## config.mk

```make
export PLATFORM = sky130hd
export DESIGN_NAME = pps_top
export DESIGN_NICKNAME = d
export VERILOG_FILES = /design/src/inc/pps_pkg.sv /design/src/rtl/pps_top.sv
export SDC_FILE = /design/constraint.sdc
export NUM_CORES = 1
export LEC_CHECK = 0
export BUFFER_PORTS_ARGS = -buffer_cell sky130_fd_sc_hd__buf_4
export CORE_MARGIN = 3
export CORE_UTILIZATION = 50
export CTS_BUF_LIST = sky130_fd_sc_hd__clkbuf_8
export CTS_CLUSTER_SIZE = 20
export DETAILED_ROUTE_END_ITERATION = 10
export HOLD_SLACK_MARGIN = 0.06
export PLACE_DENSITY = 0.77
export SLEW_MARGIN = 20
export SYNTH_ARGS = -nofsm -noshare
export SYNTH_HDL_FRONTEND = slang
export SYNTH_SLANG_ARGS = --single-unit
```

## constraint.sdc

```tcl
create_clock -name sys_clk -period 2.76 [get_ports sys_clk]
set_input_delay 0.414 -clock sys_clk [delete_from_list [all_inputs] [get_ports sys_clk]]
set_output_delay 0.414 -clock sys_clk [all_outputs]
set_load 0.05 [all_outputs]
```

## src/inc/pps_pkg.sv

```systemverilog
//////////////////////////////////////////////////////////////////////////////
//////////////////////////////////////////////////////////////////////////////
package pps_pkg;
    // register byte addresses
    localparam logic [7:0] ADDR_PMCSR  = 8'h00;
    localparam logic [7:0] ADDR_PMTCTL = 8'h04;
    localparam logic [7:0] ADDR_BUSCFG = 8'h08;
    localparam logic [7:0] ADDR_PHYCTL = 8'h0c;
    localparam logic [7:0] ADDR_STATUS = 8'h10;
    // field positions
    localparam int PMCSR_EVT_EN   = 8;
    localparam int PMCSR_PME_STS  = 15;
    localparam int PMT_ED_EN      = 1;
    localparam int PMT_WOL_EN     = 2;
    localparam int PMT_WUPS_LO    = 4;
    localparam int PMT_PHY_HARD   = 10;
    localparam int BUS_SW_RESET   = 0;
    localparam int BUS_INIT_DONE  = 1;
    localparam int PHY_SOFT_RST   = 15;
    // power state encodings
    localparam logic [1:0] PS_D0  = 2'h0;
    localparam logic [1:0] PS_D3  = 2'h3;
    // power-on reset time
    localparam int POR_TIME_MS    = 21;
    localparam int CLK_KHZ        = 100000;
    localparam int POR_CYCLES     = POR_TIME_MS * CLK_KHZ;
    typedef enum logic [2:0] {ST_POR, ST_D0U, ST_D0A, ST_D3HOT, ST_D3COLD} pps_state_t;
endpackage : pps_pkg

```

## src/rtl/pps_top.sv

```systemverilog
`timescale 1ns/10ps
`default_nettype none
module pps_top #(
    parameter int unsigned PorCycles = pps_pkg::POR_CYCLES
) (
    input  wire logic        sys_clk,
    input  wire logic        rst,
    input  wire logic [7:0]  paddr,
    input  wire logic        psel,
    input  wire logic        penable,
    input  wire logic        pwrite,
    input  wire logic [31:0] pwdata,
    output var  logic [31:0] prdata,
    output var  logic        pready,
    output var  logic        pslverr,
    input  wire logic        mainPowerGood,
    input  wire logic        auxPowerDetect,
    input  wire logic        hostBusResetN,
    input  wire logic        macWakeEvent,
    input  wire logic        phyLinkEvent,
    output var  logic        wakeRequestN,
    output var  logic        powerOnReset,
    output var  logic        d3ExitReset,
    output var  logic        macReset,
    output var  logic        dmaReset,
    output var  logic        csrReset,
    output var  logic        pciCfgReset,
    output var  logic        pmeLogicReset,
    output var  logic        eepromLoad,
    output var  logic        phyReset,
    output var  logic        phySoftReset,
    output var  logic        phyPowerDown,
    output var  logic        pllEnable,
    output var  logic        ethEnable,
    output var  logic        memIoRespond,
    output var  logic        cfgRespond
);

//////////////////////////////////////////////////////////////////////////////
// pin synchronisers
//////////////////////////////////////////////////////////////////////////////
    logic [2:0] pinMeta_q;
    logic [2:0] pinSync_q;
    logic       hostRstPrev_q;
    logic       mainGoodPrev_q;
    wire  [2:0] pinRaw = {hostBusResetN, auxPowerDetect, mainPowerGood};

    genvar gi;
    generate
        for (gi = 0; gi < 3; gi++)
        begin : g_sync
            always_ff @(posedge sys_clk)
            begin
                pinMeta_q[gi] <= rst ? 1'b0 : pinRaw[gi];
                pinSync_q[gi] <= rst ? 1'b0 : pinMeta_q[gi];
            end
        end
    endgenerate

    wire mainGood = pinSync_q[0];
    wire auxDet   = pinSync_q[1];
    wire hostRstN = pinSync_q[2];
    wire hostRise = hostRstN & ~hostRstPrev_q;
    wire mainRise = mainGood & ~mainGoodPrev_q;

//////////////////////////////////////////////////////////////////////////////
// state and context
//////////////////////////////////////////////////////////////////////////////
    // all of this sits on the free-running clock, never the PLL output
    pps_pkg::pps_state_t state_q, state_d;
    logic [21:0] porCnt_q;
    logic        auxStrap_q;
    logic [1:0]  powerStateField_q;
    logic        pmEventEnable_q;
    logic        pmeStatus_q;
    logic        wolEn_q;
    logic        edEn_q;
    logic [1:0]  wakeStatus_q;
    logic        phyRstOnEntry_q;
    logic        phyPowerDown_q;
    logic [31:0] prdata_q;
    logic        pready_q;
    logic        pslverr_q;
    logic        wakeRequestN_q;
    logic        powerOnReset_q;
    logic        d3ExitReset_q;
    logic        macReset_q;
    logic        dmaReset_q;
    logic        csrReset_q;
    logic        pciCfgReset_q;
    logic        pmeLogicReset_q;
    logic        eepromLoad_q;
    logic        phyReset_q;
    logic        phySoftReset_q;
    logic        pllEnable_q;
    logic        ethEnable_q;
    logic        memIoRespond_q;
    logic        cfgRespond_q;

    wire inD0   = (state_q == pps_pkg::ST_D0U) | (state_q == pps_pkg::ST_D0A);
    wire inHot  = (state_q == pps_pkg::ST_D3HOT);
    wire inCold = (state_q == pps_pkg::ST_D3COLD);
    wire porAct = (state_q == pps_pkg::ST_POR);
    wire porEnd = porAct & (porCnt_q == 22'(PorCycles - 1));

//////////////////////////////////////////////////////////////////////////////
// apb decode
//////////////////////////////////////////////////////////////////////////////
    // one wait state so read data and error come straight from flops
    wire accStart  = psel & penable & ~pready_q;
    wire accDone   = psel & penable & pready_q;
    wire selPmcsr  = (paddr == pps_pkg::ADDR_PMCSR);
    wire selPmt    = (paddr == pps_pkg::ADDR_PMTCTL);
    wire selBus    = (paddr == pps_pkg::ADDR_BUSCFG);
    wire selPhy    = (paddr == pps_pkg::ADDR_PHYCTL);
    wire selStat   = (paddr == pps_pkg::ADDR_STATUS);
    wire mapped    = selPmcsr | selPmt | selBus | selPhy | selStat;
    // isolated from the bus in cold sleep and while power-on reset runs
    wire busBlock  = inCold | porAct;
    wire wrOk      = accDone & pwrite & mapped & ~busBlock;
    wire wrPmcsr   = wrOk & selPmcsr;
    wire wrPmt     = wrOk & selPmt;
    wire wrBus     = wrOk & selBus;
    wire wrPhy     = wrOk & selPhy;
    wire [1:0] psReq = pwdata[1:0];

//////////////////////////////////////////////////////////////////////////////
// transition events
//////////////////////////////////////////////////////////////////////////////
    wire goHot      = inD0 & wrPmcsr & (psReq == pps_pkg::PS_D3);
    wire d3Exit     = inHot & wrPmcsr & (psReq == pps_pkg::PS_D0);
    wire hotToCold  = inHot & ~mainGood & auxDet;
    wire d0ToCold   = inD0 & ~mainGood & auxDet;
    wire coldExit   = inCold & mainRise;
    wire hostRstD0  = inD0 & ~hostRstN;
    wire hostRstHot = inHot & hostRise & ~d3Exit;
    wire hostAny    = hostRstD0 | hostRstHot;
    wire swRst      = wrBus & pwdata[pps_pkg::BUS_SW_RESET];
    wire phyHard    = wrPmt & pwdata[pps_pkg::PMT_PHY_HARD];
    wire phySoft    = wrPhy & pwdata[pps_pkg::PHY_SOFT_RST];
    wire sleepPd    = (goHot | d0ToCold) & ~pmEventEnable_q;
    // cold wake support is strapped by aux detect at power-on
    wire pmeClrHost = hostAny & ~auxStrap_q;
    wire pmeClr     = powerOnReset_q | pmeClrHost;
    wire ctxClr     = hostAny | d3Exit | coldExit;
    wire wakeAllow  = inHot | (inCold & auxDet) | (state_q == pps_pkg::ST_D0A);
    wire wakeHit    = |(wakeStatus_q & {wolEn_q, edEn_q});

    always_comb
    begin
        state_d = state_q;
        case (state_q)
            pps_pkg::ST_POR:
                if (porEnd)
                    state_d = auxStrap_q ? pps_pkg::ST_D3COLD : pps_pkg::ST_D0U;
            pps_pkg::ST_D0U, pps_pkg::ST_D0A:
                if (hostRstD0)
                    state_d = pps_pkg::ST_D0U;
                else if (d0ToCold)
                    state_d = pps_pkg::ST_D3COLD;
                else if (goHot)
                    state_d = pps_pkg::ST_D3HOT;
                else if (wrBus & pwdata[pps_pkg::BUS_INIT_DONE])
                    state_d = pps_pkg::ST_D0A;
            pps_pkg::ST_D3HOT:
                if (hotToCold)
                    state_d = pps_pkg::ST_D3COLD;
                else if (d3Exit | hostRstHot)
                    state_d = pps_pkg::ST_D0U;
            pps_pkg::ST_D3COLD:
                if (coldExit)
                    state_d = pps_pkg::ST_D0U;
            default:
                state_d = pps_pkg::ST_POR;
        endcase
    end

//////////////////////////////////////////////////////////////////////////////
// reset map
//////////////////////////////////////////////////////////////////////////////
    wire blockRst   = powerOnReset_q | hostAny | d3Exit | coldExit;
    wire phyRstD    = powerOnReset_q | hostAny | coldExit | phyHard
                    | (d3Exit & phyRstOnEntry_q) | sleepPd;

    wire [31:0] rdPmcsr = {16'h0, pmeStatus_q, 6'h0, pmEventEnable_q, 6'h0, powerStateField_q};
    wire [31:0] rdPmt   = {26'h0, wakeStatus_q, 1'b0, wolEn_q, edEn_q, 1'b0};
    wire [31:0] rdStat  = {16'h0, 5'h0, 3'(state_q), 2'h0, auxStrap_q, phyPowerDown_q,
                           phyRstOnEntry_q, pllEnable_q, ethEnable_q, memIoRespond_q};
    wire [31:0] rdMux   = selPmcsr ? rdPmcsr :
                          selPmt   ? rdPmt   :
                          selStat  ? rdStat  : 32'h0;

//////////////////////////////////////////////////////////////////////////////
// sequencing flops
//////////////////////////////////////////////////////////////////////////////
    always_ff @(posedge sys_clk)
    begin
        if (rst)
        begin
            state_q        <= pps_pkg::ST_POR;
            porCnt_q       <= 22'h0;
            auxStrap_q     <= 1'b0;
            hostRstPrev_q  <= 1'b0;
            mainGoodPrev_q <= 1'b0;
        end
        else
        begin
            state_q        <= state_d;
            porCnt_q       <= porAct ? porCnt_q + 22'h1 : 22'h0;
            hostRstPrev_q  <= hostRstN;
            mainGoodPrev_q <= mainGood;
            if (porAct)
                auxStrap_q <= auxDet;
        end
    end

    // power state field and PHY mode
    always_ff @(posedge sys_clk)
    begin
        if (rst)
        begin
            powerStateField_q <= pps_pkg::PS_D0;
            phyPowerDown_q    <= 1'b0;
            phyRstOnEntry_q   <= 1'b0;
        end
        else if (porEnd)
        begin
            powerStateField_q <= auxStrap_q ? pps_pkg::PS_D3 : pps_pkg::PS_D0;
            phyPowerDown_q    <= auxStrap_q;
            phyRstOnEntry_q   <= 1'b0;
        end
        else
        begin
            if (goHot | hotToCold)
                powerStateField_q <= pps_pkg::PS_D3;
            else if (ctxClr)
                powerStateField_q <= pps_pkg::PS_D0;
            if (sleepPd)
                phyPowerDown_q <= 1'b1;
            else if (coldExit | (d3Exit & phyRstOnEntry_q) | hostAny)
                phyPowerDown_q <= 1'b0;
            if (goHot)
                phyRstOnEntry_q <= ~pmEventEnable_q;
            else if (ctxClr)
                phyRstOnEntry_q <= 1'b0;
        end
    end

    // PME context survives cold exit and, when strapped, host bus reset
    always_ff @(posedge sys_clk)
    begin
        if (rst | pmeClr)
        begin
            pmEventEnable_q <= 1'b0;
            pmeStatus_q     <= 1'b0;
        end
        else
        begin
            if (wrPmcsr)
                pmEventEnable_q <= pwdata[pps_pkg::PMCSR_EVT_EN];
            // set wins over a write-one clear in the same cycle
            if (wakeAllow & wakeHit)
                pmeStatus_q <= 1'b1;
            else if (wrPmcsr & pwdata[pps_pkg::PMCSR_PME_STS])
                pmeStatus_q <= 1'b0;
        end
    end

    // wake enables are protected from software reset
    always_ff @(posedge sys_clk)
    begin
        if (rst | blockRst)
        begin
            wolEn_q      <= 1'b0;
            edEn_q       <= 1'b0;
            wakeStatus_q <= 2'h0;
        end
        else
        begin
            if (wrPmt)
            begin
                wolEn_q <= pwdata[pps_pkg::PMT_WOL_EN];
                edEn_q  <= pwdata[pps_pkg::PMT_ED_EN];
            end
            wakeStatus_q <= (swRst ? 2'h0 : wakeStatus_q)
                          & ~({2{wrPmt}} & pwdata[pps_pkg::PMT_WUPS_LO +: 2])
                          | {macWakeEvent, phyLinkEvent};
        end
    end

//////////////////////////////////////////////////////////////////////////////
// outputs
//////////////////////////////////////////////////////////////////////////////
    always_ff @(posedge sys_clk)
    begin
        if (rst)
        begin
            prdata_q        <= 32'h0;
            pready_q        <= 1'b0;
            pslverr_q       <= 1'b0;
            wakeRequestN_q  <= 1'b1;
            powerOnReset_q  <= 1'b1;
            d3ExitReset_q   <= 1'b0;
            macReset_q      <= 1'b1;
            dmaReset_q      <= 1'b1;
            csrReset_q      <= 1'b1;
            pciCfgReset_q   <= 1'b1;
            pmeLogicReset_q <= 1'b1;
            eepromLoad_q    <= 1'b0;
            phyReset_q      <= 1'b1;
            phySoftReset_q  <= 1'b0;
            pllEnable_q     <= 1'b0;
            ethEnable_q     <= 1'b0;
            memIoRespond_q  <= 1'b0;
            cfgRespond_q    <= 1'b0;
        end
        else
        begin
            prdata_q        <= accStart ? rdMux : 32'h0;
            pready_q        <= accStart;
            pslverr_q       <= accStart & (~mapped | busBlock);
            wakeRequestN_q  <= ~(pmeStatus_q & pmEventEnable_q);
            powerOnReset_q  <= porAct & ~porEnd;
            d3ExitReset_q   <= d3Exit;
            macReset_q      <= blockRst | swRst;
            dmaReset_q      <= blockRst | swRst;
            csrReset_q      <= blockRst | swRst;
            pciCfgReset_q   <= blockRst;
            pmeLogicReset_q <= pmeClr;
            eepromLoad_q    <= (porEnd & ~auxStrap_q) | hostAny | coldExit;
            phyReset_q      <= phyRstD;
            phySoftReset_q  <= phySoft;
            pllEnable_q     <= inD0 & ~goHot & ~d0ToCold;
            ethEnable_q     <= (state_d == pps_pkg::ST_D0A);
            memIoRespond_q  <= (state_d == pps_pkg::ST_D0U)
                             | (state_d == pps_pkg::ST_D0A);
            cfgRespond_q    <= (state_d != pps_pkg::ST_D3COLD)
                             & (state_d != pps_pkg::ST_POR);
        end
    end

    assign prdata        = prdata_q;
    assign pready        = pready_q;
    assign pslverr       = pslverr_q;
    assign wakeRequestN  = wakeRequestN_q;
    assign powerOnReset  = powerOnReset_q;
    assign d3ExitReset   = d3ExitReset_q;
    assign macReset      = macReset_q;
    assign dmaReset      = dmaReset_q;
    assign csrReset      = csrReset_q;
    assign pciCfgReset   = pciCfgReset_q;
    assign pmeLogicReset = pmeLogicReset_q;
    assign eepromLoad    = eepromLoad_q;
    assign phyReset      = phyReset_q;
    assign phySoftReset  = phySoftReset_q;
    assign phyPowerDown  = phyPowerDown_q;
    assign pllEnable     = pllEnable_q;
    assign ethEnable     = ethEnable_q;
    assign memIoRespond  = memIoRespond_q;
    assign cfgRespond    = cfgRespond_q;

endmodule : pps_top
`default_nettype wire

```

==> impl_metrics.json, run 1 <==
{
  "grt.overflow.total": 0,
  "cts_hold_buf": 0,
  "outcome": "finished, final reports clean",
  "antenna_found_initial": 0,
  "seq_area_frac_synth": 0.435,
  "gr-usage-all-layers": 0.200,
  "stdcell_count": 479,
  "r2r_start": "state_q[1]$_SDFF_PP0_",
  "finalSetupViolCount": 0,
  "cts_buffers": 9,
  "grt_pass1_wl_mm": 11.6,
  "p_int_mw": 1.49,
  "achievable-frequency_mhz": 453,
  "drt_iter0_drc": 238,
  "fin_area_um2": 3660,
  "wirelength_mm": 7.03,
  "grt_pass1_vias": 2387,
  "power_mw": 1.97,
  "diodes": 0,
  "grt_max_degree": 27,
  "synth_seq_cells": 68,
  "layout.nets": 452,
  "first_pass_iters": 4,
  "critPathRequiredTime_ns": 2.98,
  "async_reset_ff_frac": 0,
  "viasPerCell": 5.61,
  "min_to": "wakeStatus_q[1]$_SDFF_PP0_",
  "numPortBuffers": 53,
  "worstHoldStart": "macWakeEvent",
  "ios": 100,
  "synth_cell_types": 54,
  "rsz0062_at_grt": "false",
  "maxCapViolCount": 0,
  "syn_area_per_cell_um2": 8.83,
  "routedWlPerCell_um": 14.7,
  "p_seq_frac": 0.508,
  "r2r_cells": 5,
  "power_frac_clock": 0.411,
  "drc_errors": 0,
  "path_class": "flop to flop",
  "final_common_cell": "dfxtp_1",
  "synth_area_um2": 3130,
  "drive_gt1_frac": 0.186,
  "period_minus_slack_ns": 2.21,
  "min_period_over_period": 0.800,
  "crit_fanout": 13,
  "drv_slew": 0,
  "whs_path_depth": 3,
  "hold_ws_ns": 0.276,
  "tns_ns": 0,
  "start_util": 0.522,
  "r2r-end": "memIoRespond$_SDFF_PP0_",
  "min_path_type": "primary input to flop",
  "p_per_area_nw_per_um2": 539,
  "post-place-ws_ns": 0.516,
  "coreArea_um2": 5990,
  "leakagePower_nw": 1.43,
  "p_comb_frac": 0.080,
  "cp-end-kind": "flop",
  "worst_slew_pin_slew_ns": 0.732,
  "cts_root_buffer": "clkbuf_8",
  "arrival_ns": 2.43,
  "setup_ws_ns": 0.551,
  "die-area_um2": 7240,
  "areaGrowthSynthToFinish_pct": 16.9,
  "cp-start-kind": "flop",
  "rows": 28,
  "clk_latency_ns": 0.34,
  "die_h_um": 85.1,
  "clock_path_buffers": 2,
  "p_sw_mw": 0.483,
  "cts.repair.resized": 0,
  "htreeDepth": 3,
  "hpwlAfterDp_mm": 5.20,
  "synth_cells": 354,
  "clk_pin_slew_worst_paths_ns": 0.07,
  "max_slew_margin": 0.512,
  "hold_viol": 0,
  "finalClockSkew_ns": 0.00894,
  "final_core_util": 0.610,
  "ant_nets": 0,
  "placed_cells": 465,
  "swShare": 0.245,
  "cts_tree": "built",
  "post_cts_buffers": 0,
  "cts.sinks": 68,
  "final_cell_mix": "dfxtp_1 (68), buf_4 (54), nor2_1 (43)",
  "vias": 2686,
  "gp_congestion": 0.911,
  "yosysWarnings": 0,
  "synth_flop_cell": "dfxtp_1",
  "ir_drop_v": 0.000344,
  "synth_edf_count": 0,
  "die_w_um": 85.1,
  "nFillCells": 520,
  "placed_area_um2": 3470,
  "reg2reg_slack_ns": 0.55
}
-- kinds of logic after synthesis --
| kind of cell | Yosys count | synth area share |
|---|---|---|
| xor+xnor | 19 | 0.0532 |
| compound gates | 40 | 0.0924 |
| other cells | 1 | 0.00120 |
| simple gates | 172 | 0.311 |
| buf+inv | 48 | 0.0872 |
| mux | 5 | 0.0160 |
| flops | 68 | 0.435 |
| fa+ha+maj | 1 | 0.00400 |
-- how the worst max path moves through the flow --
stage | from | end
floorplan | pready$_SDFF_PP0_ | phyPowerDown$_SDFFE_PP0P_
global placement | paddr[4] | phyPowerDown$_SDFFE_PP0P_
detailed placement | paddr[4] | phyPowerDown$_SDFFE_PP0P_
CTS | state_q[2]$_SDFF_PP0_ | porCnt_q[8]$_SDFF_PP0_
global route | state_q[1]$_SDFF_PP0_ | memIoRespond$_SDFF_PP0_
finish | state_q[1]$_SDFF_PP0_ | memIoRespond$_SDFF_PP0_
-- cell usage after synthesis, types with 4 or more instances --
master	count	area share
xnor2_1	11	0.031
and2_1	5	0.010
nor4_1	8	0.016
and3_1	7	0.014
nor2b_1	13	0.026
buf_4	24	0.058
o21ai_0	4	0.0064
nor2_1	43	0.052
nor4b_1	5	0.014
a21o_1	4	0.0096
nand3_1	22	0.035
inv_1	9	0.011
mux2i_1	5	0.016
nor3b_1	4	0.0096
nand2_1	12	0.014
dfxtp_1	68	0.44
or4_1	4	0.0096
xor2_1	8	0.022
nor3_1	8	0.013
nand4_1	13	0.026
clkbuf_1	12	0.014
nand2b_1	4	0.0080
or3_1	6	0.012
a21oi_1	10	0.016
-- routing by layer --
layer	global-route usage	up-vias	wire length, um	part of all wire
met4	0.0748	0	67	0.0095
met5	0	-	0	0
met3	0.0563	9	626	0.089
met1	0.287	1246	3200	0.45
met2	0.285	132	3140	0.45
li1	-	1299	-	-
-- final cells by class --
type                    count  area, um2  area share
clock buffers              11        151      0.0414
clock inverters             3       38.8      0.0106
inverters                   9       33.8     0.00924
multi-input cells         259       1570       0.430
flip-flops and latches     68       1360       0.372
well taps                  75       93.8      0.0257
repair buffers             54        405       0.111
-- registers in the layout, summed over array words and instances (netlist names), 2 cells and up --
| signal | flops |
|---|---|
| pinMeta_q | 3 |
| state_q | 3 |
| prdata | 10 |
| wakeStatus_q | 2 |
| porCnt_q | 22 |
-- power groups by stage --
stage	logic (mW)	registers, mW	clock network [mW]
after global routing	0.171	1.00	0.857
after CTS	0.158	1.00	0.821
after global placement	0.155	1.02	0
after floorplan	0.133	1.03	0
after detailed placement	0.157	1.02	0
final	0.159	1.00	0.811
-- worst max-delay path, cell delays in order, from the launching register on --
cell	delay [ns]
dfxtp_1	0.61
xnor2_1	0.26
or3_1	0.45
a2111oi_0	0.48
a211oi_2	0.15
mux2i_1	0.15
Power figures use the tool's default switching activity.
==> run 2: changes to the inputs <==
--- a/config.mk
+++ b/config.mk
@@ -5,6 +5,7 @@
 export SDC_FILE = /design/constraint.sdc
 export NUM_CORES = 1
 export LEC_CHECK = 0
+export ABC_AREA = 1
 export BUFFER_PORTS_ARGS = -buffer_cell sky130_fd_sc_hd__buf_4
 export CORE_MARGIN = 3
 export CORE_UTILIZATION = 50
==> constraint.sdc (replaced) <==
create_clock -name sys_clk -period 2.3 [get_ports sys_clk]
set_input_delay 0.345 -clock sys_clk [delete_from_list [all_inputs] [get_ports sys_clk]]
set_output_delay 0.345 -clock sys_clk [all_outputs]
set_load 0.05 [all_outputs]
==> run 2 against run 1 <==
- via count grew 2.6%
- utilization grew 0.58 points
- combinational power grew 9%
- sequential share of layout area shrank 0.56 points
- synthesized cell count grew 20%
- non-clock buffer count shrank 1
- flip-flop and latch count is the same
- register-to-register slack lost 0.06 ns
==> impl_metrics.json, run 2 <==
{
  "outcome": "finished, final reports clean",
  "drc_errors": 0,
  "p_int_mw": 1.74,
  "synth_seq_cells": 68,
  "synth_most_common_cell": "nand2_1",
  "die_h_um": 85.4,
  "grt_max_degree": 20,
  "p_per_area_nw_per_um2": 615,
  "rows": 28,
  "final_common_cell": "nand2_1",
  "ir_drop_v": 0.000379,
  "p_sw_mw": 0.542,
  "power_frac_clock": 0.401,
  "r2r_start": "porCnt_q[0]$_SDFF_PP0_",
  "viasPerCell": 4.90,
  "r2r_cells": 11,
  "r2r-end": "memIoRespond$_SDFF_PP0_",
  "seq_area_frac_synth": 0.432,
  "gp_congestion": 0.915,
  "vias": 2757,
  "first_pass_iters": 4,
  "min_period_over_period": 0.785,
  "hpwlAfterDp_mm": 5.22,
  "wirelength_mm": 6.79,
  "diodes": 0,
  "layout.nets": 535,
  "grt_pass1_vias": 2564,
  "cts.repair.resized": 0,
  "htreeDepth": 3,
  "yosys-top-cells-count": "nand2_1 (73), dfxtp_1 (68), nor2_1 (63), inv_1 (56), a21oi_1 (26)",
  "synth_edf_count": 0,
  "cts_hold_buf": 0,
  "coreArea_um2": 6030,
  "path_class": "flop to flop",
  "reg2reg_slack_ns": 0.49,
  "min_path_type": "primary input to flop",
  "post_cts_buffers": 0,
  "async_reset_ff_frac": 0,
  "areaGrowthSynthToFinish_pct": 17.8,
  "final_cell_mix": "nand2_1 (73), dfxtp_1 (68), nor2_1 (63)",
  "p_seq_frac": 0.523,
  "grt_pass1_wl_mm": 11.3,
  "tns_ns": 0,
  "die_w_um": 85.4,
  "max_slew_margin": 0.668,
  "achievable-frequency_mhz": 554,
  "final_core_util": 0.616,
  "clk_pin_slew_worst_paths_ns": 0.06,
  "antenna_found_initial": 0,
  "cp-start-kind": "flop",
  "fin_area_um2": 3710,
  "worstHoldStart": "hostBusResetN",
  "start_util": 0.523,
  "leakagePower_nw": 1.65,
  "cp-end-kind": "flop",
  "min_to": "pinMeta_q[2]$_SDFF_PP0_",
  "largest_register_ffs": 22,
  "critPathRequiredTime_ns": 2.57,
  "routedWlPerCell_um": 12.1,
  "finalSetupViolCount": 0,
  "drv_slew": 0,
  "synth_top_cell_area_share": 0.432,
  "drive_gt1_frac": 0.203,
  "gr-usage-all-layers": 0.194,
  "ios": 100,
  "clk_latency_ns": 0.34,
  "maxCapViolCount": 0,
  "grt.overflow.total": 0,
  "synth_cells": 426,
  "crit_fanout": 6,
  "placed_area_um2": 3530,
  "ant_nets": 0,
  "post-place-ws_ns": 0.426,
  "hold_viol": 0,
  "synth_flop_cell": "dfxtp_1",
  "rsz0062_at_grt": "false",
  "yosysWarnings": 0,
  "whs_path_depth": 3,
  "numPortBuffers": 53,
  "synth_cell_types": 43,
  "syn_area_per_cell_um2": 7.40,
  "clock_path_buffers": 2,
  "finalClockSkew_ns": 0.0103,
  "cts_root_buffer": "clkbuf_8",
  "cts_tree": "built",
  "period_minus_slack_ns": 1.81,
  "arrival_ns": 2.08,
  "synth_area_um2": 3150,
  "setup_ws_ns": 0.493,
  "cts.sinks": 68,
  "synth.area.top_cells": "dfxtp_1 (43%), nand2_1 (8.7%), nor2_1 (7.5%)",
  "worst_slew_pin_slew_ns": 0.496,
  "swShare": 0.237,
  "die-area_um2": 7290,
  "cts_buffers": 9,
  "synth_area_leader_cell": "dfxtp_1",
  "drt_iter0_drc": 118,
  "top_register": "porCnt_q",
  "hold_ws_ns": 0.214,
  "p_comb_frac": 0.076
}
==> run 2: kinds of logic after synthesis <==
family | count (synthesis) | share of synthesized area
AO/OA/AOI/OAI | 51 | 0.0902
flip-flops | 68 | 0.432
adder cells (fa/ha/maj) | 1 | 0.00397
multiplexers | 1 | 0.00318
XOR/XNOR | 2 | 0.00556
other | 1 | 0.00119
AND/OR/NAND/NOR | 211 | 0.326
buffers and inverters | 91 | 0.137
==> run 2: power by group through the flow <==
stage | combinational [mW] | clock, mW | sequential (mW)
after global routing | 0.186 | 0.993 | 1.20
after CTS | 0.172 | 0.943 | 1.20
final | 0.173 | 0.915 | 1.20
after detailed placement | 0.172 | 0 | 1.22
after global placement | 0.169 | 0 | 1.22
after floorplan | 0.149 | 0 | 1.23
==> run 2: metal layers <==
layer | global-route usage | vias to the layer above | wire length [um]
met1 | 0.245 | 1241 | 3100
met5 | 0 | - | 0
met3 | 0.0476 | 10 | 429
met2 | 0.306 | 81 | 3120
met4 | 0.0978 | 0 | 140
li1 | - | 1425 | -
==> run 2: per-stage QoR <==
stage	power, mW	std cells
after global routing	2.37	563
after CTS	2.31	563
after global placement	1.39	548
after detailed placement	1.39	548
after floorplan	1.37	447
final	2.28	563
==> run 2: worst max path at each step <==
stage | slack [ns] | depth (start not counted) | start | to
finish | 0.49 | 11 | porCnt_q[0]$_SDFF_PP0_ | memIoRespond$_SDFF_PP0_
global route | 0.26 | 11 | porCnt_q[0]$_SDFF_PP0_ | memIoRespond$_SDFF_PP0_
CTS | 0.49 | 11 | porCnt_q[0]$_SDFF_PP0_ | memIoRespond$_SDFF_PP0_
detailed placement | 0.43 | 10 | paddr[7] | pmeStatus_q$_SDFFE_PP0P_
global placement | 0.44 | 10 | paddr[7] | pmeStatus_q$_SDFFE_PP0P_
floorplan | 0.52 | 11 | pready$_SDFF_PP0_ | memIoRespond$_SDFF_PP0_
==> run 2: cell type report <==
| class | count | area (um2) |
|---|---|---|
| fill | 552 | 2310 |
| clock buffer | 10 | 138 |
| clock inverter | 5 | 46.3 |
| inverter | 64 | 240 |
| timing repair buffer | 53 | 398 |
| multi-input combinational | 288 | 1440 |
| tap | 75 | 93.8 |
| sequential | 68 | 1360 |
==> run 2: critical path, cell delays in order, from the launching register on <==
cell and delay (ns):
dfxtp_1 0.35, ha_1 0.18, nand2_1 0.10, nor2_4 0.16, nand4_1 0.15, nor2_2 0.18
nand4_1 0.15, nand2_1 0.11, nor2_1 0.07, a21oi_2 0.18, nand2_1 0.07, nand2_1 0.05
